<file path="config.mk">
export PLATFORM = sky130hd
export DESIGN_NAME = typec_attach_phy_control
export DESIGN_NICKNAME = d
export VERILOG_FILES = /design/src/rtl/typec_attach_pkg.sv /design/src/rtl/attach_filter.sv /design/src/rtl/typec_attach_phy_control.sv
export SDC_FILE = /design/constraint.sdc
export NUM_CORES = 1
export LEC_CHECK = 0
export BUFFER_PORTS_ARGS = -buffer_cell sky130_fd_sc_hd__buf_2
export CORE_MARGIN = 1
export CORE_UTILIZATION = 30
export CTS_CLUSTER_SIZE = 16
export DETAILED_ROUTE_END_ITERATION = 16
export GPL_TIMING_DRIVEN = 0
export PLACE_DENSITY_LB_ADDON = 0.15
export SLEW_MARGIN = 20
export SYNTH_ARGS = -nofsm -noshare
export SYNTH_HDL_FRONTEND = slang
export SYNTH_HIERARCHICAL = 1
export SYNTH_SLANG_ARGS = --single-unit
</file>
<file path="constraint.sdc">
create_clock -name i_core_clk -period 2.6 [get_ports i_core_clk]
set_input_delay 0.26 -clock i_core_clk [delete_from_list [all_inputs] [get_ports i_core_clk]]
set_output_delay 0.26 -clock i_core_clk [all_outputs]
set_load 0.02 [all_outputs]
</file>
<file path="src/rtl/typec_attach_pkg.sv">
// Purpose: shared constants and carrier types for the attach decoder
// Assumes: one core clock, asynchronous active-low reset
// Notes: attach_cfg_t selects the receptacle configuration
package typec_attach_pkg;

  localparam int unsigned ATTACH_W = 3;
  localparam int unsigned PHY_LANES = 2;
  localparam int unsigned FILT_CYCLES = 2;

  typedef enum logic [1:0] {
    CFG_EXT_MUX = 2'b00,
    CFG_MODE_ONE = 2'b01,
    CFG_MODE_TWO = 2'b10
  } attach_cfg_t;

  typedef struct packed {
    logic [ATTACH_W-1:0] port1_attach_in;
    logic port1_orientation_in;
    logic mux_attach_sel_a;
    logic mux_attach_sel_b;
  } attach_pins_t;

  typedef struct packed {
    logic phy_clk_en;
    logic [PHY_LANES-1:0] phy_lane_en;
    logic attached;
    logic flipped;
  } phy_ctl_t;

  localparam phy_ctl_t PHY_CTL_RESET = '0;

endpackage : typec_attach_pkg

</file>
<file path="src/rtl/attach_filter.sv">
// Purpose: holds an input level until it is stable for a number of cycles
// Assumes: input synchronous to the core clock
// Notes: one instance filters every raw attach pin group together as one vector
`timescale 1ns/1ps
`default_nettype none
module attach_filter #(
  parameter int unsigned WIDTH = 1,
  parameter int unsigned STABLE = 2
) (
  input wire logic i_core_clk,
  input wire logic i_rst_n,
  input wire logic [WIDTH-1:0] i_level,
  output logic [WIDTH-1:0] o_level
);

  logic [WIDTH-1:0] held;
  logic [WIDTH-1:0] cand;
  logic [7:0] cnt;
  logic [WIDTH-1:0] next_held;
  logic [WIDTH-1:0] next_cand;
  logic [7:0] next_cnt;

  always_comb begin
    next_held = held;
    next_cand = i_level;
    next_cnt = 8'h00;
    if (i_level == cand) begin
      if (cnt >= 8'(STABLE - 1)) begin
        next_held = cand;
        next_cnt = cnt;
      end else begin
        next_cnt = cnt + 8'h01;
      end
    end
  end

  always_ff @(posedge i_core_clk or negedge i_rst_n) begin
    if (!i_rst_n) begin
      held <= '0;
      cand <= '0;
      cnt <= 8'h00;
    end else begin
      held <= next_held;
      cand <= next_cand;
      cnt <= next_cnt;
    end
  end

  assign o_level = held;

endmodule : attach_filter
`default_nettype wire

</file>
<file path="src/rtl/typec_attach_phy_control.sv">
// Purpose: decode Type-C attach and orientation into PHY clock/lane enables
// Assumes: pins synchronous to i_core_clk; reset held while in standby
// Notes: straps are caught on the first clock after reset release
`timescale 1ns/1ps
`default_nettype none
module typec_attach_phy_control #(
  parameter int unsigned FILT = typec_attach_pkg::FILT_CYCLES
) (
  input wire logic i_core_clk,
  input wire logic i_rst_n,
  input wire logic i_external_mux_sel,
  input wire logic i_internal_mux_mode_sel,
  input wire logic i_attach_polarity_strap,
  input wire typec_attach_pkg::attach_pins_t i_pins,
  output logic o_phy_clk_en,
  output logic [typec_attach_pkg::PHY_LANES-1:0] o_phy_lane_en,
  output logic o_attached,
  output logic o_flipped,
  output logic [1:0] o_cfg
);

  typec_attach_pkg::attach_cfg_t cfg;
  typec_attach_pkg::attach_cfg_t next_cfg;
  logic pol;
  logic next_pol;
  logic strap_done;
  logic next_strap_done;
  typec_attach_pkg::phy_ctl_t ctl;
  typec_attach_pkg::phy_ctl_t next_ctl;

  // polarity applied to every attach-type input before filtering
  logic [typec_attach_pkg::ATTACH_W+2:0] raw;
  logic [typec_attach_pkg::ATTACH_W+2:0] flt;

  // active-high when strap is low; inverted when strap is high
  assign raw = {i_pins.port1_attach_in, i_pins.port1_orientation_in,
                i_pins.mux_attach_sel_a, i_pins.mux_attach_sel_b} ^
               {(typec_attach_pkg::ATTACH_W + 3){pol}};

  attach_filter #(
    .WIDTH(typec_attach_pkg::ATTACH_W + 3),
    .STABLE(FILT)
  ) u_filter (
    .i_core_clk(i_core_clk),
    .i_rst_n(i_rst_n),
    .i_level(raw),
    .o_level(flt)
  );

  logic ext_att;
  logic m1_att;
  logic m1_flip;
  logic sel_a;
  logic sel_b;
  assign ext_att = |flt[typec_attach_pkg::ATTACH_W+2:3];
  assign m1_att = flt[typec_attach_pkg::ATTACH_W+2];
  assign m1_flip = flt[2];
  assign sel_a = flt[1];
  assign sel_b = flt[0];

  // strap capture once, after reset release
  always_comb begin
    next_cfg = cfg;
    next_pol = pol;
    next_strap_done = 1'b1;
    if (!strap_done) begin
      next_pol = i_attach_polarity_strap;
      if (i_external_mux_sel) begin
        next_cfg = typec_attach_pkg::CFG_EXT_MUX;
      end else if (i_internal_mux_mode_sel) begin
        next_cfg = typec_attach_pkg::CFG_MODE_TWO;
      end else begin
        next_cfg = typec_attach_pkg::CFG_MODE_ONE;
      end
    end
  end

  always_ff @(posedge i_core_clk or negedge i_rst_n) begin
    if (!i_rst_n) begin
      cfg <= typec_attach_pkg::CFG_MODE_ONE;
      pol <= 1'b0;
      strap_done <= 1'b0;
    end else begin
      cfg <= next_cfg;
      pol <= next_pol;
      strap_done <= next_strap_done;
    end
  end

  // lane 0 serves normal orientation, lane 1 flipped
  always_comb begin
    next_ctl = typec_attach_pkg::PHY_CTL_RESET;
    if (strap_done) begin
      case (cfg)
        typec_attach_pkg::CFG_EXT_MUX: begin
          next_ctl.attached = ext_att;
          next_ctl.phy_clk_en = ext_att;
          next_ctl.phy_lane_en = {1'b0, ext_att};
        end
        typec_attach_pkg::CFG_MODE_ONE: begin
          next_ctl.attached = m1_att;
          next_ctl.flipped = m1_att & m1_flip;
          next_ctl.phy_clk_en = m1_att;
          next_ctl.phy_lane_en = {m1_att & m1_flip,
                                  m1_att & ~m1_flip};
        end
        typec_attach_pkg::CFG_MODE_TWO: begin
          // one of A/B asserted names the orientation; both or none: idle
          next_ctl.attached = sel_a ^ sel_b;
          next_ctl.flipped = sel_b & ~sel_a;
          next_ctl.phy_clk_en = sel_a ^ sel_b;
          next_ctl.phy_lane_en = {sel_b & ~sel_a, sel_a & ~sel_b};
        end
        default: begin
          next_ctl = typec_attach_pkg::PHY_CTL_RESET;
        end
      endcase
    end
  end

  always_ff @(posedge i_core_clk or negedge i_rst_n) begin
    if (!i_rst_n) begin
      ctl <= typec_attach_pkg::PHY_CTL_RESET;
      o_cfg <= 2'(typec_attach_pkg::CFG_MODE_ONE);
    end else begin
      ctl <= next_ctl;
      o_cfg <= cfg;
    end
  end

  assign o_phy_clk_en = ctl.phy_clk_en;
  assign o_phy_lane_en = ctl.phy_lane_en;
  assign o_attached = ctl.attached;
  assign o_flipped = ctl.flipped;
endmodule : typec_attach_phy_control
`default_nettype wire

</file>
==> Word level (Yosys, flattened, before mapping) <==
Index checks and enable logic that the tools add are counted.
{ "totals": {"ff_bits": 31, "latch_bits": 0, "ram_bits": 0, "mem_bits_ro": 0, "input_bits": 11, "output_inout_bits": 7, "wordCells": 36, "mem_count": 0} }
{ "classes": {"add_sub_neg": 1, "mul": 0, "div": 0, "magnitude_cmp": 1, "n_eq_ne": 4, "n_shift": 0, "n_mux": 7, "bitwise": 9, "n_reduce_logical": 3} }
{ "op_table": {"columns": ["cell", "n"], "rows": [
  ["$mux W8", 2],
  ["$pmux W4 S3", 1],
  ["$add A8 B1 Y8 const B", 1],
  ["$ge A8 B1 Y1 const B", 1],
  ["$eq A6 B6 Y1", 1],
  ["$xor A6 B6 Y6", 1],
  ["$mux W5", 1],
  ["$and A1 B1 Y1", 4],
  ["$mux W2", 2],
  ["$not A1 Y1", 3],
  ["$reduce_or A3 Y1", 1],
  ["$eq A2 B1 Y1 const B", 1],
  ["$eq A2 B2 Y1 const B", 1],
  ["$logic_not A2 Y1", 1],
  ["$ne A2 B2 Y1 const B", 1],
  ["$pmux W1 S2", 1],
  ["$reduce_and A2 Y1", 1],
  ["$xor A1 B1 Y1", 1]
]} }

==> Depth between registers and ports, before layout <==
Gate-level depths: netlist of run 1.
{ "logic_depth": {"ltp_word": 4, "mapped_depth": 6, "mapped_depth_nobuf": 6} }

==> By module <==
The synthesis of run 1 kept the hierarchy.
{ "by_module_without_submodules": {"columns": ["mod", "n_inst", "cells_per_inst", "area_each_um2", "seq_area_each_um2"], "rows": [
  ["attach_filter", 1, 55, 815.8, 500.5],
  ["typec_attach_phy_control", 1, 46, 530.5, 252.7]
]} }

==> Least setup slack after synthesis of run 1 <==
Ideal clock, no wire load.
{ "synth_path": {"path_kind": "register -> register", "startpoint": "register pol", "endpoint": "register u_filter.held[0] (netlist: u_filter/o_level[0])", "setup_ns": 0.125, "arrival_ns": 1.685, "required_ns": 2.475, "setup_slack_ns": 0.790, "stages_incl_launch_ff": 7, "synth_period_minus_slack_ns": 1.810, "path_cell_list": "dfrtp_1 -> buf_2 -> xor2_1 -> xor2_1 -> nor4_4 -> nand3_4 -> mux2_2"} }
{ "synth_between": {"elab_chain_cells": 3} }
{ "synth_lines": {"columns": ["element", "line", "text"], "rows": [
  ["start: declaration", "typec_attach_phy_control.sv:24", "logic pol;"],
  ["start signal: assignment", "typec_attach_phy_control.sv:85", "pol <= next_pol;"],
  ["$xor A6 B6 Y6", "typec_attach_phy_control.sv:37", "i_pins.mux_attach_sel_a, i_pins.mux_attach_sel_b} ^"],
  ["named net raw (one bit)", "typec_attach_phy_control.sv:32", "logic [typec_attach_pkg::ATTACH_W+2:0] raw;"],
  ["$eq A6 B6 Y1", "attach_filter.sv:27", "if (i_level == cand) begin"],
  ["$reduce_and A2 Y1 (no line)", null, null],
  ["end signal: assignment", "attach_filter.sv:43", "held <= next_held;"],
  ["end: declaration", "attach_filter.sv:16", "logic [WIDTH-1:0] held;"]
]} }
The timed path passes the listed nets, and every way through them passes these cells.
A chain may end at the register's enable or synchronous reset.

==> Worst setup path in the final report of run 1 <==
{ "layout_path": {"startpoint": "register pol", "endpoint": "register u_filter.held[2] (netlist: u_filter/o_level[2])"} }
The elaborated chain is that of the path after synthesis.

==> results of run 1 <==
[sequential cells by signal, summed over array words and instances, names as in the netlist]
signal and count:
pol 1, o_flipped 1, strap_done 1, u_filter/o_level 6, o_attached 1, u_filter/cand 6, cfg 2, o_phy_lane_en 2
o_cfg 2, u_filter/cnt 8
[critical path, cell delays in order (launching register included)]
cell	delay (ns)
dfrtp_1	0.35
buf_2	0.18
xor2_1	0.19
xor2_1	0.18
nor4_4	0.51
nand3_4	0.18
mux2_2	0.31
[power by group]
part | leakage [nW] | internal, mW | switching (mW) | total (mW)
Clock | 0.0395 | 0.189 | 0.151 | 0.340
Sequential | 0.391 | 0.502 | 0.0244 | 0.527
Combinational | 0.352 | 0.0592 | 0.0883 | 0.147
[final timing paths]
kind	start	endpoint	slack, ns	cells after the start
max	pol	u_filter/o_level[2]	0.58	6
max reg2reg	pol	u_filter/o_level[2]	0.58	6
min reg2reg	cfg[0]	o_cfg[0]	0.41	0
min	i_rst_n	strap_done	0.01	1
max in group asynchronous	i_rst_n	o_attached	2.16	1
min in group i_core_clk	i_internal_mux_mode_sel	cfg[0]	0.14	2
[synth_stat cells]
library cell	instances	area (um2)
nor2b_1	2	12.5
dfrtp_1	28	701
and3_2	5	37.5
mux2i_1	1	10.0
conb_1	1	3.75
nor2_1	2	7.51
inv_1	6	22.5
buf_4	1	7.51
a32o_1	1	10.0
and2_1	1	6.26
and3_1	1	6.26
and2b_1	1	7.51
nand3_4	1	17.5
ha_1	10	125
a22o_1	1	8.76
o31ai_1	2	15.0
a31oi_1	3	18.8
dfstp_2	2	52.6
and2_2	1	7.51
nor4_4	1	21.3
nand2b_1	2	12.5
nor4_1	1	6.26
mux2_2	7	78.8
xor2_1	12	105
xnor2_1	1	8.76
nand3b_1	1	7.51
nor4b_1	1	8.76
nand2_1	4	15.0
buf_2	1	5.00
[routing by layer]
| layer | up-vias | wire, um | GRT usage |
|---|---|---|---|
| met5 | - | 0 | 0 |
| met3 | 5 | 96 | 0.0592 |
| met1 | 367 | 973 | 0.128 |
| met2 | 14 | 1020 | 0.188 |
| li1 | 382 | - | - |
| met4 | 0 | 42 | 0.0612 |
[through the flow]
| step | power [mW] | util | setup slack [ns] | instance area, um2 | cells |
|---|---|---|---|---|---|
| floorplan | 0.637 | - | 0.790 | 1350 | 101 |
| CTS | 1.04 | 0.380 | 0.575 | 1570 | 176 |
| global placement | 0.680 | 0.361 | 0.614 | 1490 | 168 |
| global route | 1.08 | 0.380 | 0.427 | 1570 | 176 |
| detailed placement | 0.686 | 0.361 | 0.578 | 1490 | 168 |
| finish | 1.01 | 0.380 | 0.580 | 1570 | 176 |
[cell type report]
type / count / area [um2]
Sequential cell: 30 / 753
Clock buffer: 8 / 80.1
Tap cell: 50 / 62.6
Multi-Input combinational cell: 63 / 558
Fill cell: 431 / 2570
Timing Repair Buffer: 17 / 85.1
Inverter: 6 / 22.5
Buffer: 2 / 12.5
[logic make-up after synthesis]
logic type / count (synthesis) / share of synthesized area
flip-flops: 30 / 0.559
AO/OA/AOI/OAI: 7 / 0.0390
other: 1 / 0.00279
XOR/XNOR: 13 / 0.0846
multiplexers: 8 / 0.0660
AND/OR/NAND/NOR: 24 / 0.129
buffers and inverters: 8 / 0.0260
adder cells (fa/ha/maj): 10 / 0.0929
==> flow_metrics.tcl, run 1 <==
set metrics [dict create \
    initial_core_util 0.325 \
    drc_errors 0 \
    dr.pass1.iters 3 \
    postCtsSetupRepairBufs 0 \
    nNetsFinal 146 \
    cts_resized 0 \
    clock_skew_ns 0.00634 \
    finalHoldViolCount 0 \
    status "finished clean" \
    wl_um 2140 \
    clk_pin_slew_ns 0.06 \
    clk_path_buf_depth 2 \
    viasPerCell 4.36 \
    worstPathArrival_ns 2.18 \
    critical_path_class "reg -> reg" \
    crit_fanout 7 \
    vias 768 \
    synth-seq-cells 30 \
    layout_commonest_cell "dfrtp_1" \
    setup-tns-final_ns 0 \
    period_share 0.777 \
    die_x_um 69.0 \
    worst_ep_required_time_ns 2.76 \
    worstMarginPinSlew_ns 0.656 \
    dieArea_um2 4760 \
    grt_max_degree 31 \
    drv_slew 0 \
    seq_area_frac_synth 0.559 \
    ctsHoldBuffers 0 \
    cts_tree "yes" \
    antenna_found_initial 0 \
    clkLatencyLatePin_ns 0.27 \
    layout.cells.most_common_list "dfrtp_1 (28), buf_2 (18), xor2_1 (12), ha_1 (10), mux2_2 (7)" \
    gp_congestion 0.653 \
    avgRoutedWirePerCell_um 12.1 \
    io_buffer_count 17 \
    vdd.ir_drop.worst_v 0.000281 \
    fmax_ghz 0.495 \
    cts_sinks 30 \
    syn_area_um2 1350 \
    synth.distinct_cells 29 \
    layout-drive-gt1-share 0.325 \
    diodes 0 \
    ys_warn_count 6 \
    p_leak_nw 0.783 \
    design.portCount 18 \
    cts_buffers 5 \
    grt_util_all_layers 0.118 \
    min_period_ns 2.02 \
    synthCells 101 \
    globalRoute.totalOverflow 0 \
    ant_nets 0 \
    root_buffer "clkbuf_8" \
    relSlewSlack 0.563 \
    max-cap-violations 0 \
    synthesis.nets 122 \
    hold_slack_ns 0.0135 \
    holdCritPathClass "in -> async" \
    core_um2 4140 \
    die_h_um 69.0 \
    setup_viol 0 \
    rsz0062_at_grt "no" \
    dr.first_iter.drc_count 19 \
    grt_pass1_wl_um 3850 \
    syn_to_final_growth_pct 16.9 \
    p_per_area_nw_per_um2 645 \
    critPathLaunchType "register" \
    rows 23 \
    htree_num_levels 2 \
    grt_pass1_vias 879 \
    end_kind "register" \
    dp.final_hpwl_um 1600 \
    avgSynthCellArea_um2 13.3 \
]
No activity file was read; power rests on OpenSTA's default activity.
==> run 2, diff against run 1 <==
==> constraint.sdc (replaced) <==
create_clock -name i_core_clk -period 2 [get_ports i_core_clk]
set_input_delay 0.2 -clock i_core_clk [delete_from_list [all_inputs] [get_ports i_core_clk]]
set_output_delay 0.2 -clock i_core_clk [all_outputs]
set_load 0.02 [all_outputs]
==> flow_metrics.tcl, run 2 (synthesized netlist as in run 1, its figures left out) <==
set metrics [dict create \
    status "finished clean" \
    wl_um 2170 \
    end_kind "register" \
    crit_family "simple AND/OR/NAND/NOR gates" \
    clock_skew_ns 0.00561 \
    grt_util_all_layers 0.119 \
    top_register "u_filter/cnt" \
    stdcell_area_um2 1620 \
    relSlewSlack 0.562 \
    clkLatencyLatePin_ns 0.27 \
    finalHoldViolCount 0 \
    cts_sinks 30 \
    netSwitchingPower_mw 0.346 \
    syn_to_final_growth_pct 20.1 \
    grt_max_degree 31 \
    worstPathArrival_ns 2.03 \
    design.portCount 18 \
    clkPwrFrac 0.331 \
    root_buffer "clkbuf_8" \
    critical_path_class "reg -> reg" \
    layout.cells.most_common_list "dfrtp_1 (28), buf_2 (17), xor2_1 (10), ha_1 (10), mux2_2 (7)" \
    nNetsFinal 149 \
    antenna_found_initial 0 \
    dr.pass1.iters 4 \
    layout-drive-gt1-share 0.349 \
    viasPerCell 4.34 \
    drc_errors 0 \
    ant_nets 0 \
    grt_pass1_vias 891 \
    max-cap-violations 0 \
    holdCritPathClass "in -> reg" \
    crit_fanout 7 \
    min_period_ns 1.87 \
    dr.first_iter.drc_count 23 \
    total_power_mw 1.33 \
    rows 23 \
    cts_tree "yes" \
    initial_core_util 0.325 \
    switching_share 0.259 \
    dp.final_hpwl_um 1600 \
    path_cells "buf_4 > xor2_2 > xor2_1 > nor4_4 > nand3_4 > mux2_2" \
    p_leak_nw 0.802 \
    slowest_stage "nor4_4" \
    io_buffer_count 17 \
    layout_commonest_cell "dfrtp_1" \
    die_x_um 69.0 \
    critPathLaunchType "register" \
    vdd.ir_drop.worst_v 0.000374 \
    slowest_delay_ns 0.39 \
    power_frac_seq 0.514 \
    clk_pin_slew_ns 0.06 \
    cts_buffers 5 \
    dieArea_um2 4760 \
    die_h_um 69.0 \
    rsz0062_at_grt "no" \
    gp_congestion 0.653 \
    worstMarginPinSlew_ns 0.657 \
    avgRoutedWirePerCell_um 12.1 \
    setup_viol 0 \
    fmax_ghz 0.536 \
    grt_pass1_wl_um 3890 \
    largest_reg_flops 8 \
    period_share 0.934 \
    diodes 0 \
    vias 776 \
    core_um2 4140 \
    worst_ep_required_time_ns 2.16 \
    htree_num_levels 2 \
    critical_path_buf_inv_count 1 \
    globalRoute.totalOverflow 0 \
    internal-power_mw 0.987 \
    drv_slew 0 \
    p_comb_frac 0.155 \
    clk_path_buf_depth 2 \
    dpl_cell_area_um2 1490 \
    p_per_area_nw_per_um2 825 \
]
## run 2: changes by cell type in the layout (fill, tap and decap cells not counted)
| cell | change |
|---|---|
| xor2_1 | -2 |
| dlygate4sd3_1 | +1 |
| xor2_2 | +2 |
| buf_4 | +3 |
| buf_2 | -1 |
## run 2: final cells by class
type                            count  area [um2]
Tap cell                           50        62.6
Timing Repair Buffer               20         110
Clock buffer                        8        80.1
Multi-Input combinational cell     63         573
Fill cell                         432        2530
Sequential cell                    30         753
Buffer                              2        15.0
Inverter                            6        22.5
## run 2: routing by layer
metal	wire, um	global-route usage	part of all wire	up-vias
li1	-	-	-	386
met1	966	0.128	0.44	369
met2	1070	0.192	0.49	16
met3	99	0.0592	0.046	5
met4	42	0.0612	0.019	0
met5	0	0	0	-
## run 2: per-stage QoR
step           utilization  TNS (ns)  hold WS (ns)  setup WS, ns  instances
2_1_floorplan            -         0       -0.0956         0.190        101
3_3_place_gp         0.361         0         0.257        0.0143        168
3_5_place_dp         0.361    -0.104         0.267       -0.0220        168
4_1_cts              0.384         0        0.0677        0.0697        178
5_1_grt              0.390         0        0.0772        0.0125        179
6_report             0.390         0        0.0770         0.133        179
## run 2: power groups by stage
stage               Clock, mW  Combinational [mW]  Sequential (mW)
floorplan                   0               0.131            0.697
global placement            0               0.189            0.694
detailed placement          0               0.195            0.696
CTS                     0.468               0.202            0.686
global route            0.499               0.234            0.693
finish                  0.442               0.206            0.685
## run 2: what timing repair did
item                                    in CTS  in global routing
hold endpoints to repair                    28                  0
endpoints found under the setup margin       6                  9
pin swaps                                    1                  3
hold buffers                                 1                  0
setup buffers                                1                  1
cloned                                       0                  0
gates resized for setup                      0                  4
## run 2: final timing paths
path	from	cells after the start	slack [ns]	to
setup / recovery	pol	6	0.13	u_filter/o_level[4]
hold / removal	i_internal_mux_mode_sel	2	0.08	cfg[0]
setup reg to reg	pol	6	0.13	u_filter/o_level[4]
hold reg to reg	cfg[0]	0	0.41	o_cfg[0]
max in group asynchronous	i_rst_n	2	1.06	o_attached
min in group asynchronous	i_rst_n	2	0.51	strap_done
## run 2: worst register-to-register path: cells and delay by family, from the launching register on
family / cells / cell delay, ns
buffers and inverters: 1 / 0.18
xor gates and xnor gates: 2 / 0.36
muxes: 1 / 0.31
DFF: 1 / 0.36
and+or+nand+nor: 2 / 0.55
